`src/inc/estop_map.svh`:
```
// register offsets, field positions, reset values and timing counts of the stop sequencer
`ifndef ESTOP_MAP_SVH
`define ESTOP_MAP_SVH

`define ESTOP_NUM_AXES 4

`define ESTOP_OFF_CTRL 12'h000
`define ESTOP_OFF_STATUS 12'h004
`define ESTOP_OFF_ERROR 12'h008
`define ESTOP_OFF_BRAKE 12'h00C
`define ESTOP_OFF_CUTOUT 12'h010
`define ESTOP_OFF_AXIS 12'h014

`define ESTOP_CTRL_REQ 0
`define ESTOP_CTRL_ACK 1
`define ESTOP_CTRL_RES 2
`define ESTOP_CTRL_EN_LSB 8

`define ESTOP_ST_ACTIVE 0
`define ESTOP_ST_READY 1
`define ESTOP_ST_HALT 2
`define ESTOP_ST_REST 3
`define ESTOP_ST_CUT 4

`define ESTOP_AX_DRV_LSB 0
`define ESTOP_AX_FUP_LSB 8
`define ESTOP_AX_LOOP_LSB 16
`define ESTOP_AX_BRK_LSB 24

`define ESTOP_ERR_NONE 16'h0000
`define ESTOP_ERR_CODE 16'h0BB8

`define ESTOP_CTRL_RESET 32'h0000_0000
`define ESTOP_BRAKE_RESET 16'h0064
`define ESTOP_CUTOUT_RESET 16'h00C8

`define ESTOP_CLK_PERIOD_NS 8
`define ESTOP_TICK_NS 1000
`define ESTOP_TICK_CYCLES ((`ESTOP_TICK_NS + `ESTOP_CLK_PERIOD_NS - 1) / `ESTOP_CLK_PERIOD_NS)

`endif

```
`src/inc/estop_pkg.sv`:
```
// types shared by the stop sequencer files
`include "estop_map.svh"
package estop_pkg;
    typedef enum logic {ST_RUN, ST_STOP} estop_state_t;
    typedef logic [15:0] delay_t;
    typedef logic [`ESTOP_NUM_AXES-1:0] axis_vec_t;
    typedef logic [11:0] apb_addr_t;
    typedef logic [31:0] apb_data_t;
endpackage

```
`src/logic/estop_tick_divider.sv`:
```
// divider that makes the one-cycle cyclic-operation tick
`timescale 1ns/1ns
`include "estop_map.svh"
module estop_tick_divider (
    input wire logic sys_clk, // system clock
    input wire logic rst, // synchronous reset, active high
    output logic tickEn // one-cycle pulse per cycle period
);
    localparam int unsigned TICK_CYCLES = `ESTOP_TICK_CYCLES;
    logic [7:0] divCnt_reg;

    always_ff @(posedge sys_clk) begin
        if (rst) begin
            divCnt_reg <= 8'h00;
            tickEn <= 1'b0;
        end else if (divCnt_reg == 8'(TICK_CYCLES - 1)) begin
            divCnt_reg <= 8'h00;
            tickEn <= 1'b1;
        end else begin
            divCnt_reg <= divCnt_reg + 8'h01;
            tickEn <= 1'b0;
        end
    end
endmodule

```
`src/logic/estop_delay_timer.sv`:
```
// tick-based delay that raises done once the loaded count has run out
`timescale 1ns/1ns
module estop_delay_timer (
    input wire logic sys_clk, // system clock
    input wire logic rst, // synchronous reset, active high
    input wire logic start, // pulse: load and run
    input wire logic abort, // pulse: stop and drop done
    input wire logic tickEn, // cyclic tick
    input wire estop_pkg::delay_t loadValue, // delay in ticks
    output logic done // level: delay has elapsed
);
    import estop_pkg::*;
    delay_t count_reg;
    logic running_reg;

    always_ff @(posedge sys_clk) begin
        if (rst || abort) begin
            count_reg <= 16'h0000;
            running_reg <= 1'b0;
            done <= 1'b0;
        end else if (start) begin
            count_reg <= loadValue;
            running_reg <= 1'b1;
            done <= 1'b0;
        end else if (running_reg && count_reg == 16'h0000) begin
            // a zero delay finishes one cycle after start
            running_reg <= 1'b0;
            done <= 1'b1;
        end else if (running_reg && tickEn) begin
            count_reg <= count_reg - 16'h0001;
        end
    end
endmodule

```
`src/logic/emergency_stop_sequencer.sv`:
```
// emergency-stop sequencer with its APB register file
`timescale 1ns/1ns
`include "estop_map.svh"
// Notes on behaviour
// - a stop request halts the running part program.
// - a stop request brakes every axis to rest within the braking time.
// - a stop request clears the controller ready flag.
// - a stop request sets the stop active flag.
// - a stop request reports error number 3000.
// - drive enable is withdrawn once the cutout delay has elapsed.
// - a stop request puts every axis into follow-up mode.
// - acknowledge together with reset, once the request bit is clear, clears the stop state and active flag.
// - acknowledge alone leaves the stop state unchanged.
// - reset alone leaves the stop state unchanged.
// - after clearing, drive enable passes through again.
// - after clearing, axes leave follow-up mode.
// - after clearing, the position loop active flag is set for each axis whose enable request bit is set.
// - after clearing, the controller ready flag is set again.
// - after clearing, the stop active flag drops.
// - after clearing, error 3000 is withdrawn.
module emergency_stop_sequencer (
    input wire logic sys_clk, // system clock, 125 MHz
    input wire logic rst, // synchronous reset, active high
    input wire logic psel, // APB select
    input wire logic penable, // APB enable
    input wire logic pwrite, // APB direction, high for write
    input wire estop_pkg::apb_addr_t paddr, // APB byte address
    input wire estop_pkg::apb_data_t pwdata, // APB write data
    output estop_pkg::apb_data_t prdata, // APB read data
    output logic pready, // APB ready
    output logic pslverr, // APB error on unmapped address
    output logic programHalt, // level: part program held
    output estop_pkg::axis_vec_t driveEnable, // controller enable to drives
    output estop_pkg::axis_vec_t followUp, // setpoint tracks actual position
    output estop_pkg::axis_vec_t axisBrake, // braking ramp active per axis
    output estop_pkg::axis_vec_t positionLoopActive // position loop closed per axis
);
    import estop_pkg::*;

    function automatic logic addrIs(input apb_addr_t a, input apb_addr_t off);
        addrIs = (a == off);
    endfunction

    function automatic logic addrMapped(input apb_addr_t a);
        addrMapped = addrIs(a, `ESTOP_OFF_CTRL) || addrIs(a, `ESTOP_OFF_STATUS) ||
                     addrIs(a, `ESTOP_OFF_ERROR) || addrIs(a, `ESTOP_OFF_BRAKE) ||
                     addrIs(a, `ESTOP_OFF_CUTOUT) || addrIs(a, `ESTOP_OFF_AXIS);
    endfunction

    apb_data_t ctrl_reg;
    delay_t brakeTime_reg;
    delay_t cutoutTime_reg;
    estop_state_t state_reg;
    logic estopActive_reg;
    logic controllerReady_reg;
    delay_t errorCode_reg;
    logic tickEn;
    logic brakeDone;
    logic cutoutDone;

    logic setupPhase;
    logic writeAccess;
    logic estopRequest;
    logic estopAcknowledge;
    logic generalResetRequest;
    axis_vec_t enableRequest;
    logic enterStop;
    logic clearStop;

    assign setupPhase = psel && !penable;
    assign writeAccess = psel && penable && pwrite;
    assign estopRequest = ctrl_reg[`ESTOP_CTRL_REQ];
    assign estopAcknowledge = ctrl_reg[`ESTOP_CTRL_ACK];
    assign generalResetRequest = ctrl_reg[`ESTOP_CTRL_RES];
    assign enableRequest = ctrl_reg[`ESTOP_CTRL_EN_LSB +: `ESTOP_NUM_AXES];

    // the host program sets the request bit from the pushbutton
    assign enterStop = (state_reg == ST_RUN) && estopRequest;
    // both bits together, and only once the request is gone
    assign clearStop = (state_reg == ST_STOP) && estopAcknowledge &&
                       generalResetRequest && !estopRequest;

    // zero wait states: every access completes in its first access cycle
    assign pready = 1'b1;
    assign pslverr = psel && penable && !addrMapped(paddr);

    always_ff @(posedge sys_clk) begin
        if (rst) begin
            ctrl_reg <= `ESTOP_CTRL_RESET;
        end else if (writeAccess && addrIs(paddr, `ESTOP_OFF_CTRL)) begin
            ctrl_reg <= pwdata;
        end
    end

    always_ff @(posedge sys_clk) begin
        if (rst) begin
            brakeTime_reg <= `ESTOP_BRAKE_RESET;
            cutoutTime_reg <= `ESTOP_CUTOUT_RESET;
        end else if (writeAccess && addrIs(paddr, `ESTOP_OFF_BRAKE)) begin
            brakeTime_reg <= pwdata[15:0];
        end else if (writeAccess && addrIs(paddr, `ESTOP_OFF_CUTOUT)) begin
            cutoutTime_reg <= pwdata[15:0];
        end
    end

    // read data is captured in the setup cycle so it stands from a flop in the access cycle
    always_ff @(posedge sys_clk) begin
        if (rst) begin
            prdata <= 32'h0000_0000;
        end else if (setupPhase && !pwrite) begin
            prdata <= 32'h0000_0000;
            case (paddr)
                `ESTOP_OFF_CTRL: begin
                    prdata <= ctrl_reg;
                end
                `ESTOP_OFF_STATUS: begin
                    prdata[`ESTOP_ST_ACTIVE] <= estopActive_reg;
                    prdata[`ESTOP_ST_READY] <= controllerReady_reg;
                    prdata[`ESTOP_ST_HALT] <= programHalt;
                    prdata[`ESTOP_ST_REST] <= brakeDone;
                    prdata[`ESTOP_ST_CUT] <= cutoutDone;
                end
                `ESTOP_OFF_ERROR: begin
                    prdata[15:0] <= errorCode_reg;
                end
                `ESTOP_OFF_BRAKE: begin
                    prdata[15:0] <= brakeTime_reg;
                end
                `ESTOP_OFF_CUTOUT: begin
                    prdata[15:0] <= cutoutTime_reg;
                end
                `ESTOP_OFF_AXIS: begin
                    prdata[`ESTOP_AX_DRV_LSB +: `ESTOP_NUM_AXES] <= driveEnable;
                    prdata[`ESTOP_AX_FUP_LSB +: `ESTOP_NUM_AXES] <= followUp;
                    prdata[`ESTOP_AX_LOOP_LSB +: `ESTOP_NUM_AXES] <= positionLoopActive;
                    prdata[`ESTOP_AX_BRK_LSB +: `ESTOP_NUM_AXES] <= axisBrake;
                end
                default: begin
                    prdata <= 32'h0000_0000;
                end
            endcase
        end
    end

    estop_tick_divider u_tick (
        .sys_clk(sys_clk),
        .rst(rst),
        .tickEn(tickEn)
    );

    // braking window: axes must be at rest when it runs out
    estop_delay_timer u_brake (
        .sys_clk(sys_clk),
        .rst(rst),
        .start(enterStop),
        .abort(clearStop),
        .tickEn(tickEn),
        .loadValue(brakeTime_reg),
        .done(brakeDone)
    );

    // enable cutout delay runs in parallel with braking
    estop_delay_timer u_cutout (
        .sys_clk(sys_clk),
        .rst(rst),
        .start(enterStop),
        .abort(clearStop),
        .tickEn(tickEn),
        .loadValue(cutoutTime_reg),
        .done(cutoutDone)
    );

    always_ff @(posedge sys_clk) begin
        if (rst) begin
            state_reg <= ST_RUN;
        end else begin
            case (state_reg)
                ST_RUN: begin
                    if (enterStop) begin
                        state_reg <= ST_STOP;
                    end
                end
                ST_STOP: begin
                    if (clearStop) begin
                        state_reg <= ST_RUN;
                    end
                end
                default: begin
                    state_reg <= ST_RUN;
                end
            endcase
        end
    end

    // interface flags and error number follow the state change in the same edge
    always_ff @(posedge sys_clk) begin
        if (rst) begin
            estopActive_reg <= 1'b0;
            controllerReady_reg <= 1'b1;
            errorCode_reg <= `ESTOP_ERR_NONE;
            programHalt <= 1'b0;
        end else if (enterStop) begin
            estopActive_reg <= 1'b1;
            controllerReady_reg <= 1'b0;
            errorCode_reg <= `ESTOP_ERR_CODE;
            programHalt <= 1'b1;
        end else if (clearStop) begin
            estopActive_reg <= 1'b0;
            controllerReady_reg <= 1'b1;
            errorCode_reg <= `ESTOP_ERR_NONE;
            programHalt <= 1'b0;
        end
    end

    genvar ax;
    generate
        for (ax = 0; ax < `ESTOP_NUM_AXES; ax++) begin : g_axis
            always_ff @(posedge sys_clk) begin
                if (rst) begin
                    driveEnable[ax] <= 1'b0;
                    followUp[ax] <= 1'b0;
                    axisBrake[ax] <= 1'b0;
                    positionLoopActive[ax] <= 1'b0;
                end else if (enterStop) begin
                    followUp[ax] <= 1'b1;
                    axisBrake[ax] <= 1'b1;
                    positionLoopActive[ax] <= 1'b0;
                end else if (clearStop) begin
                    driveEnable[ax] <= enableRequest[ax];
                    followUp[ax] <= 1'b0;
                    axisBrake[ax] <= 1'b0;
                    positionLoopActive[ax] <= enableRequest[ax];
                end else if (state_reg == ST_STOP) begin
                    // enable stays on through the delay so the drives can brake under control
                    driveEnable[ax] <= enableRequest[ax] && !cutoutDone;
                    axisBrake[ax] <= !brakeDone;
                end else begin
                    driveEnable[ax] <= enableRequest[ax];
                    positionLoopActive[ax] <= enableRequest[ax];
                end
            end
        end
    endgenerate
endmodule

```
`config.mk`:
```
export PLATFORM = sky130hd
export DESIGN_NAME = emergency_stop_sequencer
export DESIGN_NICKNAME = d
export VERILOG_FILES = /design/src/inc/estop_pkg.sv /design/src/logic/estop_tick_divider.sv /design/src/logic/estop_delay_timer.sv /design/src/logic/emergency_stop_sequencer.sv
export VERILOG_INCLUDE_DIRS = /design/src /design/src/inc
export SDC_FILE = /design/constraint.sdc
export NUM_CORES = 1
export LEC_CHECK = 0
export BUFFER_PORTS_ARGS = -buffer_cell sky130_fd_sc_hd__buf_2
export CORE_UTILIZATION = 62
export CTS_CLUSTER_SIZE = 25
export DETAILED_ROUTE_END_ITERATION = 8
export GPL_TIMING_DRIVEN = 0
export PLACE_DENSITY = 0.95
export SLEW_MARGIN = 20
export SYNTH_ARGS = -nofsm -noshare
export SYNTH_HDL_FRONTEND = slang
export SYNTH_HIERARCHICAL = 1
export SYNTH_SLANG_ARGS = --single-unit
```
`constraint.sdc`:
```
create_clock -name sys_clk -period 5.3 [get_ports sys_clk]
set_input_delay 1.06 -clock sys_clk [delete_from_list [all_inputs] [get_ports sys_clk]]
set_output_delay 1.06 -clock sys_clk [all_outputs]
set_load 0.01 [all_outputs]
```
==> out/metrics.cfg <==
[setup_path]
cp_data_required_time_ns = 4.24
cp-end-kind = output pin
crit_start = paddr[9]
path_depth = 5
critPathArrivalTime_ns = 2.94
crit_type = input port to output pin
cp_slowest_cell = nor3_1
critical-path-top-delay-family = simple AND/OR/NAND/NOR gates
cp_max_fo = 8
r2r_slack_ns = 2.65
r2r-start = ctrl_reg[0]
crit_chain = buf_2 > or4_4 > nor3_1 > a21oi_1 > buf_2
path_buf_inv = 2
r2r-end = u_brake/count_reg[7]
startpoint_type = input port
crit_top_cell = buf_2
ff2ff_path_depth = 8
crit_end = pslverr
crit_path_max_incr_delay_ns = 0.91

[power_and_ir_drop]
powerDensity_mw_per_mm2 = 310.5
power.leakage_nw = 3.115
irDropWorstVdd_uv = 400.8

[routing]
route.met2.wl_um = 9614
drt-wirelength-per-cell_um = 18.67
drtPass1Iterations = 7
wl_met3_um = 2794
routed_via_density = 6.342
dr.max_layer_used = met4
vias = 7116
drc = 0
ant_nets = 0
wl_met1_um = 7735
drt_wl_total_um = 20950
drt_iter0_drc = 861

[global_routing]
antenna_found_initial = 0
grt_util_all_layers_pct = 36.80
grt_pass1_wl_um = 32480
grt_max_degree = 17
first_global_vias = 6593
gr-total-overflow = 0

[cts]
cts_setup_buffers = 0
numCtsBuffers = 17
clk_pin_slew_ns = 0.06
clock_path_buffers = 2
cts_resized = 0
cts_htree_levels = 4
cts-hold-fix-buffers = 0
insertion_delay_ns = 0.54
clockRootBuffer = clkbuf_8
tritoncts = done
cts.sinks = 153

[sta]
setup_violations = 0
fin_ws_ns = 1.302
fin_setup_tns_ns = 0
fin_worst_skew_ns = 0.009464
drv_slew = 0
rsz0062_at_grt = false
hold_slack_ns = 0.4542
slew-limit-headroom_pct = 24.61
timing.fmax_mhz = 250.1
layout_min_cycle_time_ns = 3.998
tightest_slew_ns = 1.122
fin_crit_sh_pct = 75.43
hold_viol = 0

[floorplan]
num_io_pins = 100
core_area_mm2 = 0.01084
die_h_um = 107.7
std_cell_rows = 38
initial_utilization_pct = 63.91
die_area_mm2 = 0.01160
die_w_um = 107.7

[final_layout]
seqCellArea_mm2 = 0.003063
drive_above_1_share_pct = 18.43
num_antenna_cells = 0
final_nets = 1022
final_area_mm2 = 0.008208
final_cell_mix = 187 x nand2_1, 153 x dfxtp_1, 115 x a21oi_1, 104 x buf_2, 53 x o21ai_0
fillers = 702
layout.cells.most_common = nand2_1
synthToLayoutAreaGrowth_pct = 18.48
multi_input_area_mm2 = 0.003522

[job]
max_cap_violations = 0

[status]
status = complete, no violations

[yosys]
ys_ff_latch = 153
postSynthCellCount = 853
yosysUniqueCellTypes = 58
ys.flop_type = dfxtp_1
netlist_area_mm2 = 0.006928
synth_warnings = 6
synth_fp_nets = 906
synth_edf_count = 0
syn-mean-instance-area_um2 = 8.122
synthArstFlopShare_pct = 0
ys_seq_area_share_pct = 44.21

[place]
io_buffers = 97
dpl.hpwl_um = 14440
place_ws_ns = 1.365
placed_cell_area_mm2 = 0.007589
routabilityCongestion = 0.9743

[hold_path]
hold_path_class = flip-flop to flip-flop

## worst min path at each step
| stage | start | to | slack [ns] | cells past startpoint |
|---|---|---|---|---|
| after floorplan | ctrl_reg[3] | ctrl_reg[3] | 0.44 | 2 |
| after global routing | prdata[20] | prdata[20] | 0.47 | 2 |
| final | prdata[11] | prdata[11] | 0.45 | 2 |
| after CTS | ctrl_reg[28] | ctrl_reg[28] | 0.46 | 2 |
| after detailed placement | prdata[31] | prdata[31] | 0.44 | 2 |
| after global placement | prdata[11] | prdata[11] | 0.43 | 2 |
## report_power, final
| part | internal (W) | switching, W |
|---|---|---|
| registers | 0.00116 | 0.00000703 |
| logic | 0.0000366 | 0.0000776 |
| clock network | 0.000739 | 0.000532 |
| total | 0.00193 | 0.000616 |
## Yosys cell counts, types with 3 or more instances
master	count	area, um2
or4_4	3	33.78
nor4_4	7	148.9
mux2i_1	12	120.1
ha_1	4	50.05
buf_2	7	35.03
buf_4	9	67.56
nor4_1	4	25.02
or3_1	3	18.77
and2_1	6	37.54
xor2_1	9	78.83
clkbuf_1	35	131.4
a211oi_1	9	67.56
dfxtp_1	153	3063
o211ai_1	3	22.52
nand2_1	187	701.9
a22oi_1	13	97.59
or2_2	3	18.77
buf_1	4	15.01
xnor2_1	13	113.9
nand4_1	8	50.05
buf_6	3	33.78
and4b_1	3	30.03
inv_1	16	60.06
a31oi_1	10	62.56
a221oi_1	7	61.31
nor4_2	4	50.05
nor3_1	17	85.08
nor4b_1	4	35.03
nor2_1	47	176.4
o31ai_1	3	22.52
o21ai_0	53	265.3
nand3b_1	9	67.56
nand3_1	33	165.2
a21oi_1	115	575.6
or4_1	3	22.52
## stage by stage
| step | std cells | power [W] | util [%] |
|---|---|---|---|
| floorplan | 853 | 0.001245 | - |
| global placement | 1090 | 0.001294 | 70.00 |
| detailed placement | 1090 | 0.001296 | 70.00 |
| CTS | 1122 | 0.002538 | 75.72 |
| global route | 1122 | 0.002611 | 75.72 |
| finish | 1122 | 0.002548 | 75.72 |
## logic make-up (layout without fill, tap and decap cells)
group / count (synthesis) / after routing / share of synthesized area (%)
compound gates: 222 / 222 / 18.17
xor+xnor: 22 / 22 / 2.781
fa+ha+maj: 4 / 4 / 0.7224
buf+inv: 74 / 203 / 4.948
flops: 153 / 153 / 44.21
mux: 13 / 13 / 2.059
other cells: 1 / 1 / 0.05413
simple gates: 364 / 364 / 27.05
## cell type report
class / count / area share, %
plain buffers: 58 / 3.445
flip-flops and latches: 153 / 37.32
repair buffers: 97 / 5.915
multi-input cells: 626 / 42.91
well taps: 140 / 2.134
clock buffers: 17 / 5.046
inverters: 16 / 0.7317
clock inverters: 15 / 2.500
## per-layer routing
layer  vias to the layer above  global-route usage (%)
li1                       3208                       -
met4                         0                   18.20
met3                       103                   14.04
met1                      3253                   43.84
met2                       552                   57.83
met5                         -                       0
## worst min-delay path: cells and delay by family (launching register included)
kind	cells	cell delay (ns)
flip-flops	1	0.32
AND/OR/NAND/NOR	1	0.04
AO/OA/AOI/OAI	1	0.06
Note: power is estimated with default switching activity, not from simulation.
